==> config.mk <==
export PLATFORM = sky130hd
export DESIGN_NAME = mft_timer
export DESIGN_NICKNAME = d
export VERILOG_FILES = /design/src/design/mft_pkg.sv /design/src/design/mft_timer.sv
export SDC_FILE = /design/constraint.sdc
export NUM_CORES = 1
export LEC_CHECK = 0
export BUFFER_PORTS_ARGS = -buffer_cell sky130_fd_sc_hd__buf_2
export CAP_MARGIN = 20
export CELL_PAD_IN_SITES_DETAIL_PLACEMENT = 1
export CELL_PAD_IN_SITES_GLOBAL_PLACEMENT = 1
export CORE_MARGIN = 8
export CORE_UTILIZATION = 37
export CTS_CLUSTER_DIAMETER = 150
export DETAILED_ROUTE_END_ITERATION = 12
export GPL_TIMING_DRIVEN = 0
export HOLD_SLACK_MARGIN = 0.15
export PLACE_DENSITY = 0.84
export SYNTH_ARGS = -nofsm -noshare
export SYNTH_HDL_FRONTEND = slang
export SYNTH_SLANG_ARGS = --single-unit
==> constraint.sdc <==
create_clock -name clk -period 2.5 [get_ports clk]
set_input_delay 0.5 -clock clk [delete_from_list [all_inputs] [get_ports clk]]
set_output_delay 0.5 -clock clk [all_outputs]
set_load 0.1 [all_outputs]
==> src/design/mft_pkg.sv <==
// constants and register map of the multi-function timer
// Functional notes
// - one 8-bit control/status register: flags 7:6, enables 5:4, acks 3:2, select 1:0.
// - overflow flag sets when the 8-bit ripple count wraps to zero.
// - overflow flag with its enable set raises the timer request.
// - writing one to overflow acknowledge clears the flag; zero leaves it.
// - direct writes to either flag bit are ignored.
// - periodic tick flag sets when the selected divider stage goes active.
// - tick flag with its enable set raises the timer request.
// - writing one to tick acknowledge clears the tick flag; zero leaves it.
// - acknowledge bits are write-only, read as zero, hold no state.
// - reset clears flags and enables, sets both period select bits.
// - tick period is bus clock divided by 2^14, 2^15, 2^16 or 2^17.
// - leaving stop waits 128 or 4064 cycles of stabilization before running.
// - 8-bit ripple count runs at bus rate over four, readable anytime.
// - overflow events occur at bus rate divided by 1024.
// - tick selector fed at bus rate over 16384 plus three halving stages.
// - reset clears the whole chain; counting restarts from zero.
package mft_pkg;
    // avalon byte addresses
    localparam int          ADDR_W      = 5;
    localparam logic [4:0]  ADDR_TCS    = 5'h08;
    localparam logic [4:0]  ADDR_COUNT  = 5'h0c;
    localparam logic [4:0]  ADDR_ISTAT  = 5'h10;
    localparam logic [4:0]  ADDR_IMASK  = 5'h14;
    localparam logic [4:0]  ADDR_STAB   = 5'h18;
    // control/status field positions
    localparam int          BIT_OVF     = 7;
    localparam int          BIT_TICK    = 6;
    localparam int          BIT_OVF_EN  = 5;
    localparam int          BIT_TICK_EN = 4;
    localparam int          BIT_OVF_ACK = 3;
    localparam int          BIT_TICK_ACK = 2;
    localparam int          BIT_SEL_HI  = 1;
    localparam int          BIT_SEL_LO  = 0;
    localparam logic [1:0]  SEL_RESET   = 2'h3;
    // interrupt status/mask layout
    localparam int          EVT_OVF     = 0;
    localparam int          EVT_TICK    = 1;
    localparam int          EVT_W       = 2;
    // divider chain shape
    localparam int          PRESCALE_W  = 2;
    localparam int          COUNT_W     = 8;
    localparam int          OVF_BITS    = 10;
    localparam int          TICK_BASE   = 14;
    localparam int          CHAIN_W     = 17;
    // stop exit stabilization, in cycles
    localparam int          STAB_SHORT  = 128;
    localparam int          STAB_LONG   = 4064;
    localparam int          STAB_W      = 12;
    typedef enum logic [1:0] {
        MFT_RUN,
        MFT_STOPPED,
        MFT_SETTLE
    } mft_state_t;
endpackage

==> src/design/mft_timer.sv <==
// multi-function timer: divider chain, flags, avalon slave
//
// Added by the designer: the Avalon-MM register port.
`timescale 1ns/1ps
`default_nettype none
module mft_timer #(
    parameter int STAB_SHORT = mft_pkg::STAB_SHORT,
    parameter int STAB_LONG  = mft_pkg::STAB_LONG
) (
    input  wire logic        clk,
    input  wire logic        reset,
    input  wire logic [4:0]  address,
    input  wire logic        read,
    input  wire logic        write,
    input  wire logic [31:0] writedata,
    input  wire logic [3:0]  byteenable,
    output logic [31:0]      readdata,
    output logic             waitrequest,
    input  wire logic        stop_req,
    input  wire logic        wake_pin,
    output logic             running,
    output logic             timer_irq,
    output logic             irq
);
    // state
    mft_pkg::mft_state_t                state, next_state;
    logic [mft_pkg::CHAIN_W-1:0]        chain, next_chain;
    logic [mft_pkg::STAB_W-1:0]         stab_cnt, next_stab_cnt;
    logic                               stab_long, next_stab_long;
    logic                               overflow_flag, next_overflow_flag;
    logic                               periodic_tick_flag, next_periodic_tick_flag;
    logic                               overflow_irq_enable, next_overflow_irq_enable;
    logic                               periodic_tick_irq_enable, next_periodic_tick_irq_enable;
    logic [1:0]                         period_sel, next_period_sel;
    logic [mft_pkg::EVT_W-1:0]          istat, next_istat;
    logic [mft_pkg::EVT_W-1:0]          imask, next_imask;
    logic                               wait_q, next_wait_q;
    logic [31:0]                        rdata, next_rdata;
    logic                               timer_irq_q, next_timer_irq_q;
    logic                               irq_q, next_irq_q;
    logic                               wake_s1, wake_s2;
    logic                               running_q, next_running_q;
    // decode and events
    logic                               accept;
    logic                               wr_lane;
    logic                               wr_tcs;
    logic                               ovf_evt;
    logic                               tick_evt;
    logic [mft_pkg::CHAIN_W-1:0]        tick_mask;
    logic [mft_pkg::STAB_W-1:0]         stab_last;
    logic [7:0]                         tcs_view;

    // wake pin synchroniser
    always_ff @(posedge clk or posedge reset) begin
        if (reset) begin
            wake_s1 <= 1'b0;
            wake_s2 <= 1'b0;
        end else begin
            wake_s1 <= wake_pin;
            wake_s2 <= wake_s1;
        end
    end

    // bus acceptance, events, read view
    always_comb begin
        accept  = (read || write) && !wait_q;
        wr_lane = accept && write && byteenable[0];
        wr_tcs  = wr_lane && (address == mft_pkg::ADDR_TCS);
        // overflow at wrap of prescaler plus 8-bit count
        ovf_evt = (state == mft_pkg::MFT_RUN) && (&chain[mft_pkg::OVF_BITS-1:0]);
        // selected stage: wrap of low 14+sel chain bits
        for (int i = 0; i < mft_pkg::CHAIN_W; i++) begin
            tick_mask[i] = (i < mft_pkg::TICK_BASE + int'(period_sel));
        end
        tick_evt = (state == mft_pkg::MFT_RUN) && (&(chain | ~tick_mask));
        stab_last = stab_long ? mft_pkg::STAB_W'(STAB_LONG - 1) : mft_pkg::STAB_W'(STAB_SHORT - 1);
        // ack bits always read zero
        tcs_view = '0;
        tcs_view[mft_pkg::BIT_OVF]     = overflow_flag;
        tcs_view[mft_pkg::BIT_TICK]    = periodic_tick_flag;
        tcs_view[mft_pkg::BIT_OVF_EN]  = overflow_irq_enable;
        tcs_view[mft_pkg::BIT_TICK_EN] = periodic_tick_irq_enable;
        tcs_view[mft_pkg::BIT_SEL_HI:mft_pkg::BIT_SEL_LO] = period_sel;
    end

    // stop, stabilization and chain sequencing
    always_comb begin
        next_state    = state;
        next_chain    = chain;
        next_stab_cnt = stab_cnt;
        unique case (state)
            mft_pkg::MFT_RUN: begin
                next_chain = chain + 1'b1;
                if (stop_req) begin
                    next_state = mft_pkg::MFT_STOPPED;
                end
            end
            mft_pkg::MFT_STOPPED: begin
                if (wake_s2) begin
                    next_state    = mft_pkg::MFT_SETTLE;
                    next_stab_cnt = '0;
                end
            end
            mft_pkg::MFT_SETTLE: begin
                next_chain    = '0;
                next_stab_cnt = stab_cnt + 1'b1;
                if (stab_cnt == stab_last) begin
                    next_state = mft_pkg::MFT_RUN;
                end
            end
            default: begin
                next_state = mft_pkg::MFT_SETTLE;
            end
        endcase
        // running pin registered from the next state, no output decode
        next_running_q = (next_state == mft_pkg::MFT_RUN);
    end

    // register file next values
    always_comb begin
        next_overflow_flag            = overflow_flag;
        next_periodic_tick_flag       = periodic_tick_flag;
        next_overflow_irq_enable      = overflow_irq_enable;
        next_periodic_tick_irq_enable = periodic_tick_irq_enable;
        next_period_sel               = period_sel;
        next_imask                    = imask;
        next_stab_long                = stab_long;
        next_istat                    = istat;
        if (wr_tcs) begin
            next_overflow_irq_enable      = writedata[mft_pkg::BIT_OVF_EN];
            next_periodic_tick_irq_enable = writedata[mft_pkg::BIT_TICK_EN];
            next_period_sel = writedata[mft_pkg::BIT_SEL_HI:mft_pkg::BIT_SEL_LO];
            // flag bits in writedata are not used
            if (writedata[mft_pkg::BIT_OVF_ACK]) begin
                next_overflow_flag = 1'b0;
            end
            if (writedata[mft_pkg::BIT_TICK_ACK]) begin
                next_periodic_tick_flag = 1'b0;
            end
        end
        // set wins over acknowledge
        if (ovf_evt) begin
            next_overflow_flag = 1'b1;
        end
        if (tick_evt) begin
            next_periodic_tick_flag = 1'b1;
        end
        if (wr_lane && address == mft_pkg::ADDR_IMASK) begin
            next_imask = writedata[mft_pkg::EVT_W-1:0];
        end
        if (wr_lane && address == mft_pkg::ADDR_STAB) begin
            next_stab_long = writedata[0];
        end
        if (wr_lane && address == mft_pkg::ADDR_ISTAT) begin
            next_istat = istat & ~writedata[mft_pkg::EVT_W-1:0];
        end
        next_istat[mft_pkg::EVT_OVF]  = next_istat[mft_pkg::EVT_OVF] | ovf_evt;
        next_istat[mft_pkg::EVT_TICK] = next_istat[mft_pkg::EVT_TICK] | tick_evt;
        // combined timer request
        next_timer_irq_q = (overflow_flag && overflow_irq_enable)
                        || (periodic_tick_flag && periodic_tick_irq_enable);
        next_irq_q = |(istat & imask);
    end

    // avalon handshake: one wait cycle, then accept
    always_comb begin
        next_wait_q = 1'b1;
        next_rdata  = rdata;
        if ((read || write) && wait_q) begin
            next_wait_q = 1'b0;
        end
        if (read && wait_q) begin
            unique case (address)
                mft_pkg::ADDR_TCS:   next_rdata = {24'h0, tcs_view};
                mft_pkg::ADDR_COUNT: next_rdata = {24'h0,
                    chain[mft_pkg::PRESCALE_W +: mft_pkg::COUNT_W]};
                mft_pkg::ADDR_ISTAT: next_rdata = {30'h0, istat};
                mft_pkg::ADDR_IMASK: next_rdata = {30'h0, imask};
                mft_pkg::ADDR_STAB:  next_rdata = {31'h0, stab_long};
                default:             next_rdata = 32'h0;
            endcase
        end
    end

    // registers
    always_ff @(posedge clk or posedge reset) begin
        if (reset) begin
            state                    <= mft_pkg::MFT_SETTLE;
            chain                    <= '0;
            stab_cnt                 <= '0;
            stab_long                <= 1'b0;
            overflow_flag            <= 1'b0;
            periodic_tick_flag       <= 1'b0;
            overflow_irq_enable      <= 1'b0;
            periodic_tick_irq_enable <= 1'b0;
            period_sel               <= mft_pkg::SEL_RESET;
            istat                    <= '0;
            imask                    <= '0;
            wait_q                   <= 1'b1;
            rdata                    <= 32'h0;
            timer_irq_q              <= 1'b0;
            irq_q                    <= 1'b0;
            running_q                <= 1'b0;
        end else begin
            state                    <= next_state;
            chain                    <= next_chain;
            stab_cnt                 <= next_stab_cnt;
            stab_long                <= next_stab_long;
            overflow_flag            <= next_overflow_flag;
            periodic_tick_flag       <= next_periodic_tick_flag;
            overflow_irq_enable      <= next_overflow_irq_enable;
            periodic_tick_irq_enable <= next_periodic_tick_irq_enable;
            period_sel               <= next_period_sel;
            istat                    <= next_istat;
            imask                    <= next_imask;
            wait_q                   <= next_wait_q;
            rdata                    <= next_rdata;
            timer_irq_q              <= next_timer_irq_q;
            irq_q                    <= next_irq_q;
            running_q                <= next_running_q;
        end
    end

    // outputs from flops
    assign readdata    = rdata;
    assign waitrequest = wait_q;
    assign running     = running_q;
    assign timer_irq   = timer_irq_q;
    assign irq         = irq_q;
endmodule
`default_nettype wire

==> results by group, run 1 <==
Clock network
  • Clk buf depth: 2
  • Worst-path clk slew: about 0.10 ns
  • Clk Latency, worst-skew pair: 0.32 ns
  • H-tree lvl count: 2
  • Clock sinks: 56
  • Post-CTS Setup Repair Bufs: 0
  • Num CTS Buffers: 5
  • TritonCTS clock tree: done
  • Clock Tree Root: clkbuf_8

Detailed routing
  • Total number of vias: roughly 2300
  • Antenna-violating nets left: 0
  • DRT iter0 DRCs: 72
  • # DRC: 0
  • Total Routed Length: 7.09 mm
  • Drt pass-1 iters: 4
  • Avg Vias per Cell: 4.94
  • Routed len/inst: around 15 um

Final layout
  • Final-stage net count: 405
  • Diodes inserted: 0
  • Synth-to-Final Area Change: 16.9%
  • Fill count: 947
  • Layout cell share with drive strength beyond 1: 0.283
  • Design Area, Final: 3520 um^2
  • Post-Layout Cell Count: 462
  • Fin util: 0.437

Global routing
  • Global-route wire length before repair: ~12 mm
  • Largest net degree at the start of global routing: 44
  • Vias in the first global route: 2425
  • Tot GR Track Use: 0.128
  • Total grt overflow: 0
  • Initial antenna violation count: 0

Setup path
  • WP data arrival: around 1.3 ns
  • Reg2Reg Setup Slack: 0.70 ns
  • Critical Path Max Stage Delay: 0.58 ns
  • CP bufs+invs: 1
  • Nature of the critical path startpoint: flip-flop
  • Crit-path cells: buf_2
  • Slowest cell on the critical path: dfstp_2
  • Cell family with most CP delay: flip-flops
  • Crit path max fanout: 6
  • Setup Crit Path Kind: flip-flop to output port
  • Critical Path RT: 2.00 ns
  • CP Capture Type: output port
  • R2R Path Start: stab_cnt[0]$_DFFE_PP0P_
  • Critical path launch point: waitrequest$_DFF_PP1_

Logic synthesis
  • Syn Std Cell Area: 3010 um^2
  • Yosys reg bits: 56
  • Synth area leader: dfrtp_1
  • Top post-synthesis cells by area: dfrtp_1 43%, buf_4 6.0%, mux2_2 4.5%
  • Async S/R FF share, synth: 1.00
  • Main synth FF type: dfrtp_1
  • Synth cell types: 58
  • Ys Warns: 0
  • Sequential share of the synthesized area: 0.467
  • Avg Cell Area, Syn: 10.2 um^2
  • Mapped Cells: between 200 and 300
  • Count leader, synth: dfrtp_1
  • Number of synthesized flops with an enable pin: 0
  • Most common library cells after synthesis: 52 x dfrtp_1, 30 x nand2_1, 24 x buf_4, 24 x o21ai_0, 20 x nor2_1
  • Synth top area share: 0.432

STA
  • Fmax achieved: 0.544 GHz
  • Final hold vios: 0
  • Fin Hold WS: 0.289 ns
  • Final setup fails: 0
  • Slew @ Worst Pin: 0.508 ns
  • Fin crit share: 0.735
  • Fin crit period: between 1.5 and 2 ns
  • Slew HR: 0.661
  • Final Slew Violations: 0
  • RSZ-0062 raised after global routing: false
  • Clock skew: 0.0117 ns

Placement
  • RD Place Congestion: just under 0.8
  • Final HPWL from detailed placement: between 5 and 6 mm
  • Dpl cells: 453
  • Post-DP Area: approximately 3400 um^2
  • IO Port Bufs: 29

Min path
  • Hold Crit Class: input pin to flip-flop
  • Hold Startpoint: wake_pin

Floorplan
  • Die footprint: about 11000 um^2
  • Die Y-Extent: 106 um
  • Core area: 8050 um^2
  • Row count: 33
  • DIE WIDTH: roughly 110 um
  • Initial core utilization: 0.374
  • Io pins: 83

Status
  • Status: finished, final reports clean

Pwr
  • Leakage power: 1.61 nW
  • Clk pwr share: 0.267
  • Flop pwr share: 0.467
  • Peak VDD IR: ~340 uV
  • Power per Cell Area: around 650 nW/um^2
  • Comb power frac: 0.266
  • Internal cell power: about 1.5 mW
  • Switch share: 0.368
  • Switching Power: 0.847 mW

Job
  • MaxCap Viol Count: 0
flip-flops by register name (all words and copies together) (netlist names), 2 cells and up:
signal	count
chain	17
stab_cnt	12
readdata	8
imask	2
istat	2
period_sel	2
state	2
placed cells by master, fill, tap and decap left out, types with 3 or more instances in the layout:
cell | synthesis | layout
buf_4 | 24 | 24
nand3b_1 | 4 | 4
o21ai_0 | 24 | 24
inv_1 | 5 | 4
clkbuf_1 | 4 | 4
a21oi_1 | 6 | 6
conb_1 | 1 | 24
mux2_2 | 12 | 12
clkbuf_8 | 1 | 6
mux2i_1 | 7 | 7
nand4_1 | 8 | 8
a31oi_1 | 5 | 5
buf_2 | 4 | 33
dfrtp_1 | 52 | 52
dfstp_2 | 4 | 4
nand2_1 | 30 | 30
o31ai_1 | 5 | 5
nor2_1 | 20 | 20
nand3_1 | 13 | 13
a22o_1 | 4 | 4
xor2_1 | 3 | 3
nor3_1 | 9 | 9
xnor2_1 | 7 | 7
metal layers:
layer | vias to the layer above | GRT usage | wire length [um]
met5 | - | 0 | 0
met2 | 44 | 0.217 | 3500
met4 | 0 | 0.0302 | 0
li1 | 1135 | - | -
met1 | 1102 | 0.161 | 3240
met3 | 0 | 0.0315 | 351
what timing repair did:
action / CTS / global route
endpoints found under the hold margin: 12 / 0
gates resized for setup: 0 / 0
hold buffers: 1 / 0
setup endpoints to repair: 0 / 0
cell type report:
class                   instances  area [um^2]  area share
flip-flops and latches         56         1410       0.400
well taps                     105          131      0.0373
multi-input cells             222         1430       0.405
clock inverters                 3         46.3      0.0132
plain buffers                  35          245      0.0697
repair buffers                 31          175      0.0498
clock buffers                   5         68.8      0.0196
inverters                       5         18.8     0.00533
power groups by stage:
| stage | Sequential, mW | Combinational [mW] | Clock (mW) |
|---|---|---|---|
| 2_1_floorplan | 1.16 | 0.412 | 0 |
| 3_3_place_gp | 1.08 | 0.593 | 0 |
| 3_5_place_dp | 1.09 | 0.613 | 0 |
| 4_1_cts | 1.08 | 0.616 | 0.635 |
| 5_1_grt | 1.09 | 0.660 | 0.666 |
| 6_report | 1.08 | 0.611 | 0.614 |
metrics by stage:
| stage | setup WS [ns] | total power, mW | setup TNS, ns |
|---|---|---|---|
| global placement | -0.112 | 1.68 | -5.69 |
| CTS | 0.647 | 2.33 | 0 |
| global route | 0.480 | 2.42 | 0 |
| floorplan | 0.635 | 1.57 | 0 |
| finish | 0.663 | 2.30 | 0 |
| detailed placement | 0.710 | 1.71 | 0 |
path summary, 6_finish.rpt:
kind / cells past startpoint / end
max: 1 / waitrequest
min: 1 / wake_s1$_DFF_PP0_
max reg2reg: 5 / stab_cnt[10]$_DFFE_PP0P_
min reg2reg: 0 / wake_s2$_DFF_PP0_
max in group asynchronous: 4 / waitrequest$_DFF_PP1_
min in group asynchronous: 3 / stab_cnt[5]$_DFFE_PP0P_
cells by family after synthesis:
logic type               synth area share
AND/OR/NAND/NOR                     0.223
flip-flops                          0.467
buffers and inverters              0.0877
other                             0.00125
adder cells (fa/ha/maj)           0.00831
multiplexers                       0.0682
AO/OA/AOI/OAI                       0.116
XOR/XNOR                           0.0291
No activity file was read; power rests on OpenSTA's default activity.
==> run 2: changes to the inputs <==
- ABC_AREA: unset -> 1
- CORE_UTILIZATION: 37 -> 34
- PLACE_DENSITY: 0.84 -> 0.85
- clock period: 2.5 -> 1.5 ns (I/O delays scaled with it)
==> results by group, run 2 <==
Status
  • Status: finished, final reports clean (unchanged)

STA
  • Final setup fails: 0 (unchanged)
  • Slew @ Worst Pin: 0.624 ns (was 0.508 ns)
  • Fin crit share: 0.972
  • Fin crit period: approximately 1.5 ns
  • Clock skew: 0.0158 ns (was 0.0117 ns)
  • Final Slew Violations: 0 (unchanged)
  • Slew HR: 0.583 (was 0.661)
  • Worst setup margin: 0.0423 ns (was 0.663 ns)
  • Final hold vios: 0 (unchanged)
  • Fmax achieved: 0.686 GHz
  • Setup TNS: 0 ns (unchanged)

Min path
  • Hold Startpoint: write (was wake_pin)
  • Hold Crit Class: input pin to flip-flop (unchanged)

Logic synthesis
  • Top post-synthesis cells by area: dfrtp_1 43%, nand2_1 11%, buf_4 6.4% (was dfrtp_1 43%, buf_4 6.0%, mux2_2 4.5%)
  • Adder-cell share of the synthesized area: 0.00819 (was 0.00831)
  • Synth cell types: 28 (was 58)
  • Sequential share of the synthesized area: 0.460 (was 0.467)
  • Yosys reg bits: 56 (unchanged)
  • Synth area leader: dfrtp_1 (unchanged)
  • Avg Cell Area, Syn: 7.72 um^2 (was 10.2 um^2)
  • Post-synthesis mux area share: 0 (was 0.0682)
  • Mapped Cells: 396 (was 295)
  • Ys Warns: 0 (unchanged)
  • Syn Std Cell Area: 3060 um^2 (was 3010 um^2)
  • Combinational family with the most area after synthesis: simple AND/OR/NAND/NOR gates (unchanged)
  • Async S/R FF share, synth: 1.00 (unchanged)
  • Most common library cells after synthesis: 93 x nand2_1, 52 x dfrtp_1, 51 x inv_1 (was 52 x dfrtp_1, 30 x nand2_1, 24 x buf_4, 24 x o21ai_0, 20 x nor2_1)
  • Count leader, synth: nand2_1 (was dfrtp_1)
  • Post-Synth Simple-Gate Area: 0.277 (was 0.223)
  • Synth top area share: 0.426 (was 0.432)
  • Main synth FF type: dfrtp_1 (unchanged)
  • Compound-cell area share of the yosys netlist: 0.117 (was 0.116)
  • Number of synthesized flops with an enable pin: 0 (unchanged)
  • Post-synthesis xor/xnor area fraction: 0 (was 0.0291)

Clock network
  • TritonCTS clock tree: done (unchanged)
  • Clk buf depth: 2 (unchanged)
  • Num CTS Buffers: 5 (unchanged)
  • Worst-path clk slew: 0.09 ns (was 0.10 ns)
  • H-tree lvl count: 2 (unchanged)
  • Clock Tree Root: clkbuf_8 (unchanged)
  • Clock sinks: 56 (unchanged)
  • Clk Latency, worst-skew pair: 0.31 ns (was 0.32 ns)

Pwr
  • Power per Cell Area: 1060 nW/um^2 (was 654 nW/um^2)
  • Peak VDD IR: 453 uV (was 340 uV)
  • Internal cell power: 2.39 mW (was 1.45 mW)
  • Flop pwr share: 0.464 (was 0.467)
  • Switching Power: 1.50 mW (was 0.847 mW)
  • Comb power frac: 0.305 (was 0.266)
  • Leakage power: 1.80 nW (was 1.61 nW)
  • Clk pwr share: 0.232 (was 0.267)
  • Switch share: 0.385 (was 0.368)

Placement
  • Final HPWL from detailed placement: 6.21 mm (was 5.39 mm)
  • RD Place Congestion: 0.822 (was 0.780)
  • Dpl cells: 557 (was 453)
  • Pre-CTS WS: -0.0506 ns (was 0.710 ns)
  • IO Port Bufs: 29 (unchanged)
  • Post-DP Area: 3450 um^2 (was 3390 um^2)

Final layout
  • Multi-input gate area: 1370 um^2 (was 1430 um^2)
  • Most frequent cells in the layout: 91 x nand2_1, 50 x dfrtp_1, 48 x inv_1, 39 x nor2_1, 33 x buf_4 (was 52 x dfrtp_1, 33 x buf_2, 30 x nand2_1)
  • Synth-to-Final Area Change: 19.9% (was 16.9%)
  • Final-stage net count: 512 (was 405)
  • Commonest non-fill, non-tap cell in the layout: nand2_1 (was dfrtp_1)
  • Layout cell share with drive strength beyond 1: 0.218 (was 0.283)
  • Design Area, Final: 3660 um^2 (was 3520 um^2)
  • Post-Layout Cell Count: 572 (was 462)
  • Most flops, register: chain (unchanged)
  • Max reg flops: 17 (unchanged)
  • Sequential cell area: 1410 um^2 (about the same)
  • Diodes inserted: 0 (unchanged)
  • Fill count: 1085 (was 947)

Global routing
  • Initial antenna violation count: 0 (unchanged)
  • Global-route wire length before repair: 13.7 mm (was 12.0 mm)
  • Tot GR Track Use: 0.131 (was 0.128)
  • Total grt overflow: 0 (unchanged)
  • Largest net degree at the start of global routing: 31 (was 44)
  • Vias in the first global route: 2938 (was 2425)

Detailed routing
  • Total number of vias: 2776 (was 2281)
  • # DRC: 0 (unchanged)
  • Total Routed Length: 8.10 mm (was 7.09 mm)
  • Avg Vias per Cell: 4.85 (was 4.94)
  • Drt pass-1 iters: 4 (unchanged)
  • Antenna-violating nets left: 0 (unchanged)
  • DRT iter0 DRCs: 118 (was 72)
  • Routed len/inst: 14.2 um (was 15.3 um)

Floorplan
  • Core area: 8720 um^2 (was 8050 um^2)
  • Row count: 34 (was 33)
  • Die Y-Extent: 111 um (was 106 um)
  • DIE WIDTH: 111 um (was 106 um)
  • Initial core utilization: 0.350 (was 0.374)
  • Io pins: 83 (unchanged)
  • Die footprint: 12300 um^2 (was 11300 um^2)

Setup path
  • Crit path max fanout: 4 (was 6)
  • Crit-path cells: buf_4 (was buf_2)
  • CP Capture Type: output port (unchanged)
  • Critical Path Max Stage Delay: 0.56 ns (was 0.58 ns)
  • WP data arrival: 1.16 ns (was 1.34 ns)
  • CP bufs+invs: 1 (unchanged)
  • Slowest cell on the critical path: dfstp_2 (unchanged)
  • Critical Path RT: 1.20 ns (was 2.00 ns)
  • R2R Path Start: stab_cnt[1]$_DFFE_PP0P_ (was stab_cnt[0]$_DFFE_PP0P_)
  • Critical path launch point: waitrequest$_DFF_PP1_ (unchanged)
  • Nature of the critical path startpoint: flip-flop (unchanged)
  • Cell family with most CP delay: flip-flops (unchanged)
  • Setup Crit Path Kind: flip-flop to output port (unchanged)

Job
  • MaxCap Viol Count: 0 (unchanged)
[run 2: logic make-up (layout without fill, tap and decap cells)]
family / after synthesis / in the layout
compound gates: 64 / 64
buf+inv: 82 / 127
flops: 56 / 56
simple gates: 191 / 191
fa+ha+maj: 2 / 2
other cells: 1 / 24
[run 2: routing by layer]
metal | global-route usage | wire length (um) | vias up
li1 | - | - | 1375
met1 | 0.144 | 3410 | 1342
met2 | 0.243 | 4270 | 48
met3 | 0.0271 | 274 | 11
met4 | 0.0468 | 155 | 0
met5 | 0 | 0 | -
[run 2: stage by stage]
| stage | power [mW] | utilization | hold WS, ns |
|---|---|---|---|
| global route | 4.09 | 0.420 | 0.178 |
| floorplan | 2.67 | - | 0.331 |
| global placement | 2.85 | 0.393 | 0.336 |
| CTS | 3.83 | 0.411 | 0.157 |
| detailed placement | 2.91 | 0.395 | 0.339 |
| finish | 3.89 | 0.420 | 0.165 |
[run 2: cell type report]
cell class	instances	area share
repair buffers	37	0.0615
flip-flops and latches	56	0.385
multi-input cells	281	0.374
inverters	52	0.0550
plain buffers	30	0.0608
clock buffers	8	0.0273
well taps	108	0.0369
[run 2: what timing repair did]
| action | in CTS | in global routing |
|---|---|---|
| endpoints found under the hold margin | 25 | 0 |
| hold buffers | 2 | 0 |
| setup endpoints to repair | 6 | 13 |
| resized for setup | 6 | 16 |
| setup buffers | 0 | 5 |
| cloned | 0 | 0 |
[run 2: power by group through the flow]
stage               combinational (mW)  clock (mW)  sequential (mW)
global route                      1.29       0.976             1.82
finish                            1.18       0.901             1.80
detailed placement                1.09           0             1.82
CTS                               1.11       0.925             1.80
floorplan                        0.735           0             1.94
global placement                  1.03           0             1.81
[run 2: path summary, 6_finish.rpt]
kind                                             to  slack, ns  cells past startpoint
setup reg to reg           stab_cnt[10]$_DFFE_PP0P_       0.07                      8
min in group asynchronous         wake_s1$_DFF_PP0_       0.59                      3
hold reg to reg                   wake_s2$_DFF_PP0_       0.38                      0
hold / removal                waitrequest$_DFF_PP1_       0.16                      2
setup / recovery                        waitrequest       0.04                      1
max in group asynchronous     waitrequest$_DFF_PP1_       0.28                      4
==> run 3: changes to the inputs <==
- MAX_ROUTING_LAYER: unset -> met4
==> results by group, run 3 (synthesis gave the netlist of run 2 again) <==
Detailed routing
  • Total Routed Length: 8.07 mm (was 8.10 mm)
  • Avg Vias per Cell: 4.85 (about the same)
  • # DRC: 0 (unchanged)
  • Total number of vias: 2774 (was 2776)
  • Drt pass-1 iters: 4 (unchanged)
  • DRT iter0 DRCs: 116 (was 118)
  • Routed len/inst: 14.1 um (was 14.2 um)
  • Antenna-violating nets left: 0 (unchanged)

Final layout
  • Most flops, register: chain (unchanged)
  • Synth-to-Final Area Change: 19.9% (unchanged)
  • Most frequent cells in the layout: 91 x nand2_1, 50 x dfrtp_1, 48 x inv_1, 39 x nor2_1, 33 x buf_4 (unchanged)
  • Diodes inserted: 0 (unchanged)
  • Max reg flops: 17 (unchanged)
  • Fill count: 1085 (unchanged)
  • Layout cell share with drive strength beyond 1: 0.218 (unchanged)
  • Commonest non-fill, non-tap cell in the layout: nand2_1 (unchanged)
  • Post-Layout Cell Count: 572 (unchanged)
  • Final-stage net count: 512 (unchanged)

Setup path
  • Crit path max fanout: 4 (unchanged)
  • WP data arrival: 1.16 ns (about the same)
  • Critical Path Max Stage Delay: 0.56 ns (about the same)
  • CP Capture Type: output port (unchanged)
  • Nature of the critical path startpoint: flip-flop (unchanged)
  • Worst setup path endpoint: waitrequest (unchanged)
  • Depth of the most critical reg-to-reg path: 8 (unchanged)
  • Reg2reg end: chain[10]$_DFFE_PP0P_ (was stab_cnt[10]$_DFFE_PP0P_)
  • CP bufs+invs: 1 (unchanged)
  • Setup Crit Path Kind: flip-flop to output port (unchanged)
  • Critical path depth: 1 (unchanged)
  • Crit-path cells: buf_4 (unchanged)
  • Cell family with most CP delay: flip-flops (unchanged)
  • Slowest cell on the critical path: dfstp_2 (unchanged)
  • Critical Path RT: 1.20 ns (about the same)
  • Critical path launch point: waitrequest$_DFF_PP1_ (unchanged)
  • R2R Path Start: chain[0]$_DFFE_PP0P_ (was stab_cnt[1]$_DFFE_PP0P_)
  • Reg2Reg Setup Slack: 0.07 ns (about the same)

Global routing
  • Global-route wire length before repair: 13.8 mm (was 13.7 mm)
  • Total grt overflow: 0 (unchanged)
  • Largest net degree at the start of global routing: 31 (unchanged)
  • Initial antenna violation count: 0 (unchanged)
  • Vias in the first global route: 2938 (unchanged)
  • Tot GR Track Use: 0.135 (was 0.131)

Min path
  • Hold Crit Class: input pin to flip-flop (unchanged)

STA
  • Fin crit period: 1.46 ns (about the same)
  • Final hold vios: 0 (unchanged)
  • Slew HR: 0.586 (was 0.583)
  • Slew @ Worst Pin: 0.619 ns (was 0.624 ns)
  • Final setup fails: 0 (unchanged)
  • Fin crit share: 0.971 (was 0.972)
  • Final Slew Violations: 0 (unchanged)
  • Clock skew: 0.0141 ns (was 0.0158 ns)
  • Worst setup margin: 0.0429 ns (was 0.0423 ns)
  • Fmax achieved: 0.686 GHz (about the same)

Pwr
  • Final total power: 3.88 mW (was 3.89 mW)
  • Peak VDD IR: 453 uV (about the same)
  • Leakage power: 1.80 nW (unchanged)
  • Power per Cell Area: 1060 nW/um^2 (about the same)

Placement
  • Final HPWL from detailed placement: 6.21 mm (unchanged)
  • Dpl cells: 557 (unchanged)
  • Pre-CTS WS: -0.0506 ns (unchanged)
  • IO Port Bufs: 29 (unchanged)
  • RD Place Congestion: 0.834 (was 0.822)

Job
  • MaxCap Viol Count: 0 (unchanged)

Floorplan
  • Die footprint: 12300 um^2 (unchanged)
  • Row count: 34 (unchanged)
  • Io pins: 83 (unchanged)
  • DIE WIDTH: 111 um (unchanged)
  • Die Y-Extent: 111 um (unchanged)
  • Initial core utilization: 0.350 (unchanged)
  • Core area: 8720 um^2 (unchanged)

Clock network
  • Clk Latency, worst-skew pair: 0.31 ns (about the same)
  • Clk buf depth: 2 (unchanged)
  • Worst-path clk slew: 0.09 ns (about the same)
  • Clock Tree Root: clkbuf_8 (unchanged)
  • Clock sinks: 56 (unchanged)
  • TritonCTS clock tree: done (unchanged)
  • H-tree lvl count: 2 (unchanged)
  • Num CTS Buffers: 5 (unchanged)

Status
  • Status: finished, final reports clean (unchanged)
## run 3: cell counts in the layout (fill, tap and decap cells not counted)
No cell type changed its count.
## run 3: what timing repair did
item / 4_1_cts / 5_1_grt
hold buffers: 2 / 0
cloned: 0 / 0
endpoints found under the setup margin: 6 / 13
hold endpoints to repair: 25 / 0
buffers inserted: 0 / 5
gates resized for setup: 6 / 16
## run 3: routing by layer
metal  track usage  vias up  share of wire  wire length, um
li1              -     1372              -                -
met4        0.0486        0          0.023              187
met5             -        -              0                0
met3        0.0265       14          0.034              271
met2         0.242       49           0.52             4230
met1         0.145     1339           0.42             3380
## run 3: worst min path at each step
stage	slack, ns	depth (start not counted)	start	endpoint
finish	0.17	2	write	waitrequest$_DFF_PP1_
global route	0.18	2	write	waitrequest$_DFF_PP1_
CTS	0.16	2	write	waitrequest$_DFF_PP1_
detailed placement	0.34	0	wake_s1$_DFF_PP0_	wake_s2$_DFF_PP0_
global placement	0.34	0	wake_s1$_DFF_PP0_	wake_s2$_DFF_PP0_
floorplan	0.33	0	wake_s1$_DFF_PP0_	wake_s2$_DFF_PP0_
## run 3: metrics by stage
stage / hold slack, ns / utilization / TNS, ns / instance area [um^2]
floorplan: 0.331 / - / 0 / 3150
global placement: 0.336 / 0.393 / 0 / 3430
detailed placement: 0.339 / 0.395 / -0.0910 / 3450
CTS: 0.157 / 0.411 / 0 / 3580
global route: 0.178 / 0.420 / -0.0956 / 3660
finish: 0.165 / 0.420 / 0 / 3660
## run 3: cell type report
cell class / instances / area [um^2] / area share
plain buffers: 30 / 223 / 0.0608
clock buffers: 8 / 100 / 0.0273
inverters: 52 / 201 / 0.0550
multi-input cells: 281 / 1370 / 0.374
flip-flops and latches: 56 / 1410 / 0.385
well taps: 108 / 135 / 0.0369
repair buffers: 37 / 225 / 0.0615
## run 3: power breakdown
part,internal (mW),switching (mW)
sequential,1.67,0.136
clock,0.423,0.473
combinational,0.300,0.882
